File: src/include/pcirq_params.svh
`ifndef PCIRQ_PARAMS_SVH
`define PCIRQ_PARAMS_SVH
// byte addresses of the register map
`define PCIRQ_B_RISE 8'h00
`define PCIRQ_B_FALL 8'h04
`define PCIRQ_B_FLAG 8'h08
`define PCIRQ_C_RISE 8'h0c
`define PCIRQ_C_FALL 8'h10
`define PCIRQ_C_FLAG 8'h14
`define PCIRQ_E_RISE 8'h18
`define PCIRQ_E_FALL 8'h1c
`define PCIRQ_E_FLAG 8'h20
`define PCIRQ_G_RISE 8'h24
`define PCIRQ_G_FALL 8'h28
`define PCIRQ_G_FLAG 8'h2c
`define PCIRQ_CTRL 8'h30
`define PCIRQ_STATUS 8'h34
// field positions and masks
`define PCIRQ_G_PIN 5
`define PCIRQ_G_MASK 8'h20
`define PCIRQ_CTRL_IRQ_EN 0
`define PCIRQ_STAT_SHARED 0
`define PCIRQ_RESET_VAL 8'h00
`define PCIRQ_RESP_OKAY 2'b00
`define PCIRQ_RESP_SLVERR 2'b10
`endif

File: src/include/pcirq_pkg.sv
package pcirq_pkg;
	typedef struct packed {
		logic [7:0] rise;
		logic [7:0] fall;
		logic [7:0] flag;
	} pcirq_port_t;
	typedef struct packed {
		logic [7:0] b;
		logic [7:0] c;
		logic [7:0] e;
		logic [7:0] g;
	} pcirq_pins_t;
	typedef enum logic [1:0] {
		PCIRQ_PB = 2'b00,
		PCIRQ_PC = 2'b01,
		PCIRQ_PE = 2'b10,
		PCIRQ_PG = 2'b11
	} pcirq_port_sel_t;
endpackage

File: src/hw/pcirq_top.sv
// Purpose: pin edge-change detector for ports b, c, e and g with axi4-lite registers
// Assumes: pins synchronous to aclk; single clock, synchronous active-low reset
// Notes: flag writes of zero clear, ones leave the flag alone; hardware set wins
//
// Summary of operation
// - rise enable set: low-to-high pin edge sets its flag and shared flag; port g pin 5 only.
// - fall enable set: high-to-low edge sets flag and shared flag; disabled polarity ignored.
// - flag sets only on an enabled-polarity edge; rise and fall qualified independently.
// - flags readable, hardware sets, software clears by writing zero.
// - reset-pin or low-voltage-program enable high disables port g pin 5 detection.
// - port g bits 7-6 and 4-0 read zero and ignore writes.
// - all enable and flag bits reset to zero.
// - ports b, c and e have eight rise, fall and flag bits each.
//
// Chosen here: the AXI4-Lite slave port and the placing of the registers.
`include "pcirq_params.svh"
module pcirq_top (
	input wire logic aclk,
	input wire logic aresetn,
	input wire logic [7:0] port_b_pins,
	input wire logic [7:0] port_c_pins,
	input wire logic [7:0] port_e_pins,
	input wire logic port_g_pin_five,
	input wire logic master_reset_pin_enable,
	input wire logic low_voltage_program_enable,
	input wire logic [7:0] s_axi_awaddr,
	input wire logic s_axi_awvalid,
	output logic s_axi_awready,
	input wire logic [31:0] s_axi_wdata,
	input wire logic [3:0] s_axi_wstrb,
	input wire logic s_axi_wvalid,
	output logic s_axi_wready,
	output logic [1:0] s_axi_bresp,
	output logic s_axi_bvalid,
	input wire logic s_axi_bready,
	input wire logic [7:0] s_axi_araddr,
	input wire logic s_axi_arvalid,
	output logic s_axi_arready,
	output logic [31:0] s_axi_rdata,
	output logic [1:0] s_axi_rresp,
	output logic s_axi_rvalid,
	input wire logic s_axi_rready,
	output logic irq
);
	pcirq_pkg::pcirq_port_t port_q [4];
	pcirq_pkg::pcirq_port_t port_d [4];
	pcirq_pkg::pcirq_pins_t pins_now;
	pcirq_pkg::pcirq_pins_t pins_q;
	pcirq_pkg::pcirq_pins_t pins_d;
	logic [7:0] impl_mask [4];
	logic irq_en_q;
	logic irq_en_d;
	logic irq_q;
	logic irq_d;
	logic shared_change_irq_flag;
	logic g_disabled;
	// write channel state
	logic aw_have_q;
	logic aw_have_d;
	logic w_have_q;
	logic w_have_d;
	logic [7:0] aw_addr_q;
	logic [7:0] aw_addr_d;
	logic [31:0] w_data_q;
	logic [31:0] w_data_d;
	logic [3:0] w_strb_q;
	logic [3:0] w_strb_d;
	logic bvalid_q;
	logic bvalid_d;
	logic [1:0] bresp_q;
	logic [1:0] bresp_d;
	// read channel state
	logic rvalid_q;
	logic rvalid_d;
	logic [31:0] rdata_q;
	logic [31:0] rdata_d;
	logic [1:0] rresp_q;
	logic [1:0] rresp_d;
	logic do_write;
	logic do_read;
	// ready lines registered so every port comes straight off a flop
	logic awready_q;
	logic awready_d;
	logic wready_q;
	logic wready_d;
	logic arready_q;
	logic arready_d;

	assign g_disabled = master_reset_pin_enable | low_voltage_program_enable;
	assign impl_mask[0] = 8'hff;
	assign impl_mask[1] = 8'hff;
	assign impl_mask[2] = 8'hff;
	assign impl_mask[3] = `PCIRQ_G_MASK;
	assign pins_now.b = port_b_pins;
	assign pins_now.c = port_c_pins;
	assign pins_now.e = port_e_pins;
	// disabled g pin is frozen low in the history too, so re-enabling while the pin is high looks like a rise
	assign pins_now.g = {2'b00, port_g_pin_five & ~g_disabled, 5'b00000};

	assign do_write = aw_have_q & w_have_q & ~bvalid_q;
	assign do_read = s_axi_arvalid & ~rvalid_q;

	always_comb
	begin
		logic [7:0] cur;
		logic [7:0] prv;
		logic [7:0] hit;
		logic [7:0] wv;
		logic any;
		cur = 8'h00;
		prv = 8'h00;
		hit = 8'h00;
		wv = 8'h00;
		any = 1'b0;
		pins_d = pins_now;
		irq_en_d = irq_en_q;
		for (int i = 0; i < 4; i++)
		begin
			port_d[i] = port_q[i];
			cur = pins_now[8*(3-i) +: 8];
			prv = pins_q[8*(3-i) +: 8];
			// rise and fall qualified separately; masked pins never hit
			hit = ((cur & ~prv & port_q[i].rise) | (~cur & prv & port_q[i].fall)) & impl_mask[i];
			if (i == 3 && g_disabled)
			begin
				hit = 8'h00;
			end
			wv = w_data_q[7:0] & impl_mask[i];
			if (do_write && w_strb_q[0])
			begin
				if (aw_addr_q == `PCIRQ_B_RISE + 8'(12 * i))
				begin
					port_d[i].rise = wv;
				end
				if (aw_addr_q == `PCIRQ_B_FALL + 8'(12 * i))
				begin
					port_d[i].fall = wv;
				end
				if (aw_addr_q == `PCIRQ_B_FLAG + 8'(12 * i))
				begin
					// zero clears, one keeps
					port_d[i].flag = port_q[i].flag & (wv | ~impl_mask[i]);
				end
			end
			// set after clear so an edge in the clearing cycle survives
			port_d[i].flag = (port_d[i].flag | hit) & impl_mask[i];
			any = any | (|port_q[i].flag);
		end
		if (do_write && w_strb_q[0] && aw_addr_q == `PCIRQ_CTRL)
		begin
			irq_en_d = w_data_q[`PCIRQ_CTRL_IRQ_EN];
		end
		shared_change_irq_flag = any;
		irq_d = any & irq_en_q;
	end

	always_comb
	begin
		aw_have_d = aw_have_q;
		w_have_d = w_have_q;
		aw_addr_d = aw_addr_q;
		w_data_d = w_data_q;
		w_strb_d = w_strb_q;
		bvalid_d = bvalid_q;
		bresp_d = bresp_q;
		if (s_axi_awvalid && !aw_have_q)
		begin
			aw_have_d = 1'b1;
			aw_addr_d = s_axi_awaddr;
		end
		if (s_axi_wvalid && !w_have_q)
		begin
			w_have_d = 1'b1;
			w_data_d = s_axi_wdata;
			w_strb_d = s_axi_wstrb;
		end
		if (do_write)
		begin
			aw_have_d = 1'b0;
			w_have_d = 1'b0;
			bvalid_d = 1'b1;
			// status, unmapped and misaligned words refuse writes
			if (aw_addr_q[1:0] == 2'b00 && aw_addr_q <= `PCIRQ_CTRL)
			begin
				bresp_d = `PCIRQ_RESP_OKAY;
			end
			else
			begin
				bresp_d = `PCIRQ_RESP_SLVERR;
			end
		end
		else if (bvalid_q && s_axi_bready)
		begin
			bvalid_d = 1'b0;
		end
		awready_d = ~aw_have_d;
		wready_d = ~w_have_d;
	end

	always_comb
	begin
		logic [7:0] v;
		v = 8'h00;
		rvalid_d = rvalid_q;
		rdata_d = rdata_q;
		rresp_d = rresp_q;
		if (do_read)
		begin
			rvalid_d = 1'b1;
			rresp_d = `PCIRQ_RESP_OKAY;
			unique case (s_axi_araddr)
				`PCIRQ_B_RISE: v = port_q[0].rise;
				`PCIRQ_B_FALL: v = port_q[0].fall;
				`PCIRQ_B_FLAG: v = port_q[0].flag;
				`PCIRQ_C_RISE: v = port_q[1].rise;
				`PCIRQ_C_FALL: v = port_q[1].fall;
				`PCIRQ_C_FLAG: v = port_q[1].flag;
				`PCIRQ_E_RISE: v = port_q[2].rise;
				`PCIRQ_E_FALL: v = port_q[2].fall;
				`PCIRQ_E_FLAG: v = port_q[2].flag;
				`PCIRQ_G_RISE: v = port_q[3].rise;
				`PCIRQ_G_FALL: v = port_q[3].fall;
				`PCIRQ_G_FLAG: v = port_q[3].flag;
				`PCIRQ_CTRL: v = {7'h00, irq_en_q};
				`PCIRQ_STATUS: v = {7'h00, shared_change_irq_flag};
				default:
				begin
					v = 8'h00;
					rresp_d = `PCIRQ_RESP_SLVERR;
				end
			endcase
			rdata_d = {24'h000000, v};
		end
		else if (rvalid_q && s_axi_rready)
		begin
			rvalid_d = 1'b0;
		end
		arready_d = ~rvalid_d;
	end

	always_ff @(posedge aclk)
	begin
		if (!aresetn)
		begin
			for (int i = 0; i < 4; i++)
			begin
				port_q[i] <= '0;
			end
			pins_q <= '0;
			irq_en_q <= 1'b0;
			irq_q <= 1'b0;
			aw_have_q <= 1'b0;
			w_have_q <= 1'b0;
			aw_addr_q <= 8'h00;
			w_data_q <= 32'h00000000;
			w_strb_q <= 4'h0;
			bvalid_q <= 1'b0;
			bresp_q <= 2'b00;
			rvalid_q <= 1'b0;
			rdata_q <= 32'h00000000;
			rresp_q <= 2'b00;
			awready_q <= 1'b1;
			wready_q <= 1'b1;
			arready_q <= 1'b1;
		end
		else
		begin
			// first cycle after reset compares against zeros: a high pin looks like a rise
			for (int i = 0; i < 4; i++)
			begin
				port_q[i] <= port_d[i];
			end
			pins_q <= pins_d;
			irq_en_q <= irq_en_d;
			irq_q <= irq_d;
			aw_have_q <= aw_have_d;
			w_have_q <= w_have_d;
			aw_addr_q <= aw_addr_d;
			w_data_q <= w_data_d;
			w_strb_q <= w_strb_d;
			bvalid_q <= bvalid_d;
			bresp_q <= bresp_d;
			rvalid_q <= rvalid_d;
			rdata_q <= rdata_d;
			rresp_q <= rresp_d;
			awready_q <= awready_d;
			wready_q <= wready_d;
			arready_q <= arready_d;
		end
	end

	assign s_axi_awready = awready_q;
	assign s_axi_wready = wready_q;
	assign s_axi_bvalid = bvalid_q;
	assign s_axi_bresp = bresp_q;
	assign s_axi_arready = arready_q;
	assign s_axi_rvalid = rvalid_q;
	assign s_axi_rdata = rdata_q;
	assign s_axi_rresp = rresp_q;
	assign irq = irq_q;
endmodule

File: config.mk
export PLATFORM = sky130hd
export DESIGN_NAME = pcirq_top
export DESIGN_NICKNAME = d
export VERILOG_FILES = /design/src/include/pcirq_pkg.sv /design/src/hw/pcirq_top.sv
export VERILOG_INCLUDE_DIRS = /design/src /design/src/include
export SDC_FILE = /design/constraint.sdc
export NUM_CORES = 1
export LEC_CHECK = 0
export BUFFER_PORTS_ARGS = -buffer_cell sky130_fd_sc_hd__clkbuf_2
export CAP_MARGIN = 20
export CORE_MARGIN = 2
export CORE_UTILIZATION = 50
export DETAILED_ROUTE_END_ITERATION = 12
export HOLD_SLACK_MARGIN = 0.06
export MAX_ROUTING_LAYER = met4
export PLACE_DENSITY = 0.74
export SLEW_MARGIN = 15
export SYNTH_ARGS = -nofsm -noshare
export SYNTH_HDL_FRONTEND = slang
export SYNTH_SLANG_ARGS = --single-unit
File: constraint.sdc
create_clock -name aclk -period 2.3 [get_ports aclk]
set_input_delay 0.46 -clock aclk [delete_from_list [all_inputs] [get_ports aclk]]
set_output_delay 0.46 -clock aclk [all_outputs]
set_load 0.03 [all_outputs]
==> summary.md, run 1 <==
| Metric | Value |
|---|---|
| Status | `complete, no violations` |
| Crit path launch type | `flop` |
| Leak pwr | `2.71 nW` |
| DRC viols | `0` |
| Synth cell types | `47` |
| Area of the mapped netlist | `0.00600 sq mm` |
| DR vias | `5438` |
| Pins over their slew limit | `0` |
| Detail Placement HPWL | `12700 um` |
| Vias/cell | `5.87` |
| Initial antenna violation count | `0` |
| Register bit total from synthesis | `136` |
| Type of the worst setup path | `flop to flop` |
| Worst ir drop on vdd | `0.610 mV` |
| Synth area leaders | `dfxtp_1 45%, nand3b_1 6.4%, o21ai_0 6.3%, mux2i_1 5.8%, nand2_1 4.7%` |
| Worst path depth | `5` |
| Gpl congestion | `0.955` |
| First-pass GRT wire length | `27900 um` |
| Final worst path period need | `2.08 ns` |
| Final Core Density | `60.7%` |
| Setup violators final | `0` |
| PortBufs | `74` |
| Layout cells sized above 1 | `19.2%` |
| Seq/Total Area, Yosys | `45.4%` |
| Routed length per placed instance | `18.9 um` |
| End point of the critical path | `port_q[1][2]$_SDFF_PN0_` |
| Antenna viol nets, final | `0` |
| Iter 0 DRT Violations | `369` |
| Slowest stage delay, CP | `0.48 ns` |
| R2R cell count | `5` |
| Final wirelength | `17500 um` |
| Reg clk slew, reported paths | `0.06 ns` |
| Die Wd | `114 um` |
| Crit path cell chain | `nor4_4 -> nand4_1 -> or2_2 -> o21ai_0 -> a31oi_1` |
| Post-synth EDFFs | `0` |
| Worst R2R Setup Slack | `0.22 ns` |
| Core footprint | `0.0119 sq mm` |
| Synth top area share | `45.4%` |
| Count leader, synth | `dfxtp_1` |
| Final Hold Vio Count | `0` |
| Starting density of the core | `50.6%` |
| Clk_skew | `0.00631 ns` |
| Vias in the first global route | `5292` |
| R2r endpoint | `port_q[1][2]$_SDFF_PN0_` |
| Power density over the cells | `835 mW/mm^2` |
| CP Data Required Time | `2.59 ns` |
| Critical Path End Type | `flop` |
| Cells after Synth | `689` |
| Slowest CP cell | `or2_2` |
| Worst skew pair latency | `0.43 ns` |
| CTS Buf Count | `17` |
| GRT overflow | `0` |
| Most frequent cells after synthesis | `136 x dfxtp_1, 76 x o21ai_0, 75 x nand2_1` |
| Die height | `114 um` |
| Hold Path Class | `input port to flop` |
| WP buf/inv | `0` |
| Synthesized area per cell | `8.71 sq um` |
| Setup repair bufs after CTS | `0` |
| All-layer global routing usage | `29.2%` |
| FF-to-FF Start | `aw_addr_q[0]$_SDFFE_PN0P_` |
| Worst slew pin tran | `0.637 ns` |
| CTS tree | `built` |
| CTS Sinks | `136` |
| Longest Clk Path Bufs | `2` |
| H-Tree Depth | `4` |
| Area delta synth->final | `19.9%` |
| CP top delay family | `simple AND/OR/NAND/NOR gates` |
| Max cap viols | `0` |
| Relative slew slack | `57.4%` |
| Fmax | `0.481 GHz` |
| CTS resizes | `0` |
| Pin count of the biggest net entering global routing | `38` |
| Total Neg Setup Slack | `0 ns` |
| CP max FO | `8` |
| Fin crit share | `90.4%` |
| YS warnings | `0` |
| Fraction of registers with async set/reset | `0%` |
| Drt pass-1 iters | `6` |
| RSZ-0062 raised after global routing | `false` |
| Nets | `853` |
| Post-CTS Hold Fix Bufs | `0` |
| Row count | `40` |
| Placed Cells | `895` |
| CP startpoint | `aw_addr_q[0]$_SDFFE_PN0P_` |
| Root Driver | `clkbuf_16` |
| Worst path arrival time | `2.37 ns` |
| ANT cells | `0` |
| Post-synth top flop | `dfxtp_1` |
| Cell Count, Final, Fillers Out | `927` |
| Top Ports | `128` |
| Die ar. | `0.0129 sq mm` |
| Post-synth top area cell | `dfxtp_1` |
==> state kept, by name (all words and copies together), names as in the netlist, 8 cells and up <==
signal and count:
port_q 75, pins_q 25, aw_addr_q 8, s_axi_rdata 8, w_data_q 8
==> layout by cell type, fill, tap and decap left out, drive strengths merged, types with 6 or more instances in the layout <==
cell    synthesis  layout
a21oi          51      51
a221oi          7       7
a31oi          28      28
and2           25      25
buf            46      28
bufinv          0       6
clkbuf         22      95
conb            1      26
dfxtp         136     136
inv             6       7
mux2            8       8
mux2i          35      35
nand2          75      75
nand2b          6       6
nand3           7       7
nand3b         51      51
nand4           6       6
nor2           49      49
nor2b           9       9
nor4            7       7
o21ai          76      76
==> area by class of cell <==
| class | instances | area [sq um] |
|---|---|---|
| Tap cell | 147 | 184 |
| Sequential cell | 136 | 2720 |
| Timing Repair Buffer | 102 | 606 |
| Multi-Input combinational cell | 503 | 2970 |
| Fill cell | 1031 | 4660 |
| Clock inverter | 11 | 218 |
| Clock buffer | 21 | 470 |
| Inverter | 7 | 26.3 |
==> cells by family (layout without fill, tap and decap cells) <==
logic type      Yosys count  after routing  synth area share (%)
buf+inv                  75            141                  6.71
simple gates            251            251                  22.3
flops                   136            136                  45.4
compound gates          180            180                  17.1
other cells               1             26                0.0625
mux                      46             46                  8.46
==> worst reg2reg max path, cell delays in order, from the launching register on <==
cell	delay [ns]
dfxtp_1	0.33
nor4_4	0.42
nand4_1	0.34
or2_2	0.48
o21ai_0	0.24
a31oi_1	0.13
==> metrics by stage <==
step | hold WS, ns | area [sq um] | total power [W] | worst slack (ns)
final | 0.249 | 7200 | 0.00601 | 0.220
after global routing | 0.255 | 7200 | 0.00619 | 0.0931
after CTS | 0.240 | 7200 | 0.00603 | 0.235
after detailed placement | 0.444 | 6510 | 0.00291 | 0.201
after global placement | 0.436 | 6510 | 0.00289 | 0.233
after floorplan | 0.451 | 6100 | 0.00279 | 0.448
==> per-layer routing <==
layer	wire length, um	GRT usage, %	part of all wire, %	vias to the layer above
met1	7480	36.6	43	2598
met3	1240	7.33	7.1	46
met2	8100	44.1	46	241
met5	0	-	0	-
li1	-	-	-	2553
met4	648	14.3	3.7	0
==> power by group <==
group | total, W | internal, W | switching (W)
Combinational | 0.000390 | 0.000139 | 0.000251
Sequential | 0.00247 | 0.00241 | 0.0000616
Clock | 0.00315 | 0.00212 | 0.00103
==> worst min-delay path by stage <==
stage                                     start  depth (start not counted)                     endpoint  slack [ns]
global placement    s_axi_rdata[0]$_SDFFE_PN0P_                          2  s_axi_rdata[0]$_SDFFE_PN0P_        0.44
detailed placement  s_axi_rdata[0]$_SDFFE_PN0P_                          2  s_axi_rdata[0]$_SDFFE_PN0P_        0.44
finish                           s_axi_wdata[5]                          3     w_data_q[5]$_SDFFE_PN0P_        0.25
global route                     s_axi_wdata[7]                          3     w_data_q[7]$_SDFFE_PN0P_        0.26
CTS                              s_axi_wdata[0]                          3     w_data_q[0]$_SDFFE_PN0P_        0.24
floorplan                 irq_en_q$_SDFFE_PN0P_                          1               irq$_SDFF_PN0_        0.45
Note: power is estimated with default switching activity, not from simulation.
==> run 2, diff against run 1 <==
PLACE_DENSITY = not set   (was 0.74)
PLACE_DENSITY_LB_ADDON = 0.12   (was not set)
==> run 2 against run 1 <==
Clock skew increased by 0.0038 ns. Critical path type unchanged. Hold slack worse by 0.0034 ns. Global-route usage rose by 0.34 points. Critical endpoint is now port_q[2][1]$_SDFF_PN0_. Cell area is 0.45% higher. Worst setup slack improved by 0.14 ns.
==> summary.md, run 2 (synthesized netlist as in run 1, its figures left out) <==
| Metric | Value |
|---|---|
| Internal | `0.00456 W` |
| CTS resizes | `0` |
| Top Ports | `128` |
| Relative slew slack | `49.9%` |
| Type of the worst setup path | `flop to flop` |
| Top Usage Layer GRT | `met2` |
| Gpl congestion | `0.925` |
| All-layer global routing usage | `29.5%` |
| Comb pwr share | `6.8%` |
| Switch Pwr | `0.00134 W` |
| Root Driver | `clkbuf_16` |
| Slowest stage delay, CP | `0.41 ns` |
| Layout cells sized above 1 | `20.5%` |
| Vias in the first global route | `5103` |
| Worst ir drop on vdd | `0.587 mV` |
| Post-CTS Hold Fix Bufs | `0` |
| Hold Path Origin | `s_axi_wdata[0]` |
| Slowest CP cell | `nand2b_1` |
| Fin crit share | `84.3%` |
| Cell Count, Final, Fillers Out | `938` |
| Reg clk slew, reported paths | `0.06 ns` |
| Multi-input gate area | `0.00297 sq mm` |
| Leak pwr | `2.74 nW` |
| Setup repair bufs after CTS | `0` |
| CP top delay family | `simple AND/OR/NAND/NOR gates` |
| Die height | `114 um` |
| Sequential cell area | `0.00272 sq mm` |
| Placed Cells | `906` |
| Vias/cell | `5.71` |
| Area delta synth->final | `20.4%` |
| Pins over their slew limit | `0` |
| Drt pass-1 iters | `5` |
| Status | `complete, no violations` |
| DRC viols | `0` |
| CP startpoint | `aw_addr_q[0]$_SDFFE_PN0P_` |
| Final wirelength | `17900 um` |
| Worst path arrival time | `2.23 ns` |
| Sw Ratio | `22.8%` |
| Final worst path period need | `1.94 ns` |
| Hold Path Class | `input port to flop` |
| CP max FO | `8` |
| Commonest non-fill, non-tap cell in the layout | `dfxtp_1` |
| Total Neg Setup Slack | `0 ns` |
| Fmax | `0.516 GHz` |
| DR vias | `5355` |
| Max reg flops | `75` |
| Antenna viol nets, final | `0` |
| Worst hold slack | `0.246 ns` |
| Routing usage on met3 | `5.84%` |
| Met2 usage | `45.4%` |
| Core footprint | `0.0119 sq mm` |
| Worst skew pair latency | `0.43 ns` |
| ANT cells | `0` |
| Die ar. | `0.0129 sq mm` |
| Longest Clk Path Bufs | `2` |
| Commonest non-fill, non-tap cells in the layout | `136 x dfxtp_1, 76 x o21ai_0, 75 x nand2_1` |
| Crit path cell chain | `nor4_4 -> nand4_1 -> nand2b_1 -> o21ai_0 -> a31oi_1` |
| Top flop regs | `port_q x75, pins_q x25` |
| Row count | `40` |
| CTS Sinks | `136` |
| Nets | `864` |
| Detail Placement HPWL | `13000 um` |
| Initial antenna violation count | `0` |
| RSZ-0062 raised after global routing | `false` |
| Critical Path End Type | `flop` |
| Final Core Density | `61.0%` |
| Met1 Use GR | `38.7%` |
| Clk_skew | `0.0102 ns` |
| PortBufs | `74` |
| Final Hold Vio Count | `0` |
| Power density over the cells | `816 mW/mm^2` |
| Crit path launch type | `flop` |
| Fill cells | `1084` |
| Iter 0 DRT Violations | `469` |
| WP buf/inv | `0` |
| CP Data Required Time | `2.59 ns` |
| Starting density of the core | `50.6%` |
| Routed length per placed instance | `19.1 um` |
| First-pass GRT wire length | `27900 um` |
| Part of the power in the clock network | `51.3%` |
| Max cap viols | `0` |
| GRT overflow | `0` |
| Seq pwr share | `41.9%` |
| Setup violators final | `0` |
| Largest Register | `port_q` |
| FF-to-FF Start | `aw_addr_q[0]$_SDFFE_PN0P_` |
| CTS tree | `built` |
| Worst slew pin tran | `0.750 ns` |
| Pin count of the biggest net entering global routing | `43` |
| H-Tree Depth | `4` |
| CTS Buf Count | `17` |
| Die Wd | `114 um` |
run 2: power by group through the flow:
stage	Clock [W]	Combinational [W]	Sequential, W
after detailed placement	0	0.000397	0.00252
after floorplan	0	0.000285	0.00250
final	0.00303	0.000401	0.00247
after global placement	0	0.000389	0.00252
after global routing	0.00316	0.000439	0.00248
after CTS	0.00306	0.000400	0.00247
run 2: stage by stage:
stage	total power [W]	instance area, sq um	worst slack (ns)
finish	0.00590	7230	0.361
global route	0.00607	7230	0.197
CTS	0.00593	7230	0.350
detailed placement	0.00292	6570	0.114
global placement	0.00291	6570	0.161
floorplan	0.00279	6100	0.448
run 2: final cells by class:
type / count / area share, %
Multi-Input combinational cell: 503 / 41.1
Timing Repair Buffer: 113 / 9.17
Tap cell: 147 / 2.54
Sequential cell: 136 / 37.7
Clock buffer: 20 / 6.45
Clock inverter: 12 / 2.72
Inverter: 7 / 0.363
run 2: final timing paths:
path                                                     to  slack, ns  cells past startpoint
worst max-delay path                port_q[2][1]$_SDFF_PN0_       0.36                      5
worst min-delay path               w_data_q[0]$_SDFFE_PN0P_       0.25                      3
worst min register to register  s_axi_rdata[7]$_SDFFE_PN0P_       0.45                      2
worst max register to register      port_q[2][1]$_SDFF_PN0_       0.36                      5
run 2: metal layers:
metal	share of wire, %	routed length, um	up-vias
li1	-	-	2585
met1	46	8190	2570
met2	47	8430	175
met3	5.3	940	25
met4	1.8	329	0
met5	0	0	-
run 2: worst register-to-register path, delay by kind of cell (launching register included):
kind               cells  cell delay, ns
AOI/OAI and AO/OA      2            0.39
DFF                    1            0.33
and+or+nand+nor        3            1.09
==> run 3, diff against run 2 <==
CORE_UTILIZATION = 49   (was 50)
clock period = 1.55 ns   (was 2.3 ns; I/O delays follow)
==> run 3 against run 2 <==
Sequential power grew 49%. Clock power up 31%. The run now ends with setup timing left. Maximum frequency up 9.7%. Sequential cell count unchanged. Global-route usage up 1.6 points. Routed wire length increased by 8.2%. Register-to-register slack lost 0.58 ns.
==> summary.md, run 3 (synthesized netlist as in run 1, its figures left out) <==
| Metric | Value |
|---|---|
| Status | `finished, violations left` |
| Failing checks | `setup timing` |
| R2R cell count | `7` |
| Multi-input gate area | `0.00330 sq mm` |
| Fmax | `0.566 GHz` |
| Critical Path End Type | `flop` |
| Hold path depth | `3` |
| First-pass GRT wire length | `29500 um` |
| RSZ-0062 raised after global routing | `true` |
| Gpl congestion | `0.898` |
| CTS Buf Count | `17` |
| Final wirelength | `19400 um` |
| Die ar. | `0.0132 sq mm` |
| Worst slack, placed | `-0.430 ns` |
| Relative slew slack | `48.9%` |
| Sequential cell area | `0.00273 sq mm` |
| Total Neg Setup Slack | `-6.78 ns` |
| Worst Hold End | `w_data_q[4]$_SDFFE_PN0P_` |
| Pin count of the biggest net entering global routing | `54` |
| DRC viols | `0` |
| Top Usage Layer GRT | `met2` |
| Reg clk slew, reported paths | `0.06 ns` |
| Max reg flops | `75` |
| Die Wd | `115 um` |
| Final worst path period need | `1.77 ns` |
| DR vias | `5695` |
| ANT cells | `0` |
| Pins over their slew limit | `0` |
| Final Hold Vio Count | `0` |
| CTS tree | `built` |
| Root Driver | `clkbuf_16` |
| Worst R2R Setup Slack | `-0.22 ns` |
| Area delta synth->final | `33.6%` |
| Crit path launch type | `flop` |
| All-layer global routing usage | `31.1%` |
| Die height | `115 um` |
| GRT overflow | `0` |
| Routed length per placed instance | `19.4 um` |
| Setup violators final | `74` |
| Layout cells sized above 1 | `33.8%` |
| Top flop regs | `port_q x75, pins_q x25` |
| Worst skew pair latency | `0.43 ns` |
| Setup ws final | `-0.217 ns` |
| Commonest non-fill, non-tap cells in the layout | `129 x dfxtp_1, 82 x buf_4, 74 x clkbuf_2` |
| Core footprint | `0.0120 sq mm` |
| Routing usage on met3 | `6.35%` |
| Type of the worst setup path | `flop to flop` |
| Fin crit share | `114%` |
| Max cap viols | `0` |
| CTS Sinks | `136` |
| Vias/cell | `5.72` |
| FF-to-FF Start | `aw_addr_q[0]$_SDFFE_PN0P_` |
| Hold Path Class | `input port to flop` |
| Hold Path Origin | `s_axi_wdata[4]` |
| Nets | `922` |
| Antenna viol nets, final | `0` |
| Worst hold slack | `0.101 ns` |
| Largest Register | `port_q` |
| Worst path arrival time | `2.07 ns` |
| Fill cells | `997` |
| Power density over the cells | `1040 mW/mm^2` |
| PortBufs | `74` |
| Vias in the first global route | `5458` |
| CP Data Required Time | `1.85 ns` |
| Row count | `40` |
| R2r endpoint | `port_q[1][12]$_SDFFE_PN0P_` |
| Detail Placement HPWL | `14100 um` |
| Starting density of the core | `50.2%` |
| H-Tree Depth | `4` |
| Post-CTS Hold Fix Bufs | `0` |
| Met1 Use GR | `39.8%` |
| Commonest non-fill, non-tap cell in the layout | `dfxtp_1` |
| Longest Clk Path Bufs | `2` |
| Drt pass-1 iters | `5` |
| Iter 0 DRT Violations | `410` |
| Worst slew pin tran | `0.766 ns` |
| Top Ports | `128` |
| Leak pwr | `3.19 nW` |
| Met2 usage | `48.4%` |
| CP max FO | `8` |
| Worst ir drop on vdd | `0.948 mV` |
| Clk_skew | `0.00579 ns` |
| Initial antenna violation count | `0` |
-- run 3: cell count changes in the layout (fill, tap and decap cells not counted), sizes merged --
cell	previous run	this run
buf	39	97
bufinv	5	2
clkinv	4	6
inv	7	8
-- run 3: repair_timing --
| item | 4_1_cts | 5_1_grt |
|---|---|---|
| setup endpoints to repair | 75 | 79 |
| gates resized for setup | 55 | 58 |
| pin swaps | 22 | 36 |
| setup buffers | 3 | 1 |
-- run 3: layout make-up --
cell class                 count  share of cell area [%]
timing repair buffer         171                    14.9
inverter                       7                   0.328
clock inverter                12                    1.56
tap                          147                    2.29
multi-input combinational    503                    41.1
sequential                   136                    34.1
clock buffer                  20                    5.69
-- run 3: how the worst max path moves through the flow --
stage	slack, ns	depth (start not counted)	start	to
2_1_floorplan	-0.16	6	s_axi_bvalid$_SDFFE_PN0P_	port_q[0][23]$_SDFFE_PN0P_
3_3_place_gp	-0.38	6	s_axi_araddr[2]	s_axi_rdata[1]$_SDFFE_PN0P_
3_5_place_dp	-0.43	6	s_axi_araddr[2]	s_axi_rdata[1]$_SDFFE_PN0P_
4_1_cts	-0.14	7	aw_addr_q[7]$_SDFFE_PN0P_	port_q[1][10]$_SDFFE_PN0P_
5_1_grt	-0.33	7	aw_addr_q[0]$_SDFFE_PN0P_	port_q[1][12]$_SDFFE_PN0P_
6_report	-0.22	7	aw_addr_q[0]$_SDFFE_PN0P_	port_q[1][12]$_SDFFE_PN0P_
-- run 3: through the flow --
stage / power (W) / cell area (sq um) / util [%] / cells
2_1_floorplan: 0.00414 / 6150 / - / 714
3_3_place_gp: 0.00440 / 7050 / 58.9 / 960
3_5_place_dp: 0.00442 / 7050 / 58.9 / 960
4_1_cts: 0.00839 / 7820 / 65.4 / 995
5_1_grt: 0.00863 / 8020 / 67.1 / 996
6_report: 0.00836 / 8020 / 67.1 / 996
-- run 3: critical path, cell delays in order, from the launching register on --
cell and delay (ns):
dfxtp_2 0.33, nor4_4 0.32, nand4_1 0.20, buf_6 0.18, nor2b_4 0.13, buf_12 0.16, mux2i_1 0.25, nor2_1 0.06
-- run 3: per-layer routing --
layer	wire (um)	up-vias
met5	0	-
met1	8430	2727
met3	1220	35
li1	-	2701
met4	467	0
met2	9240	232
-- run 3: power by group --
group / switching [W] / internal (W)
Combinational: 0.000413 / 0.000287
Sequential: 0.000102 / 0.00358
Clock: 0.00154 / 0.00244
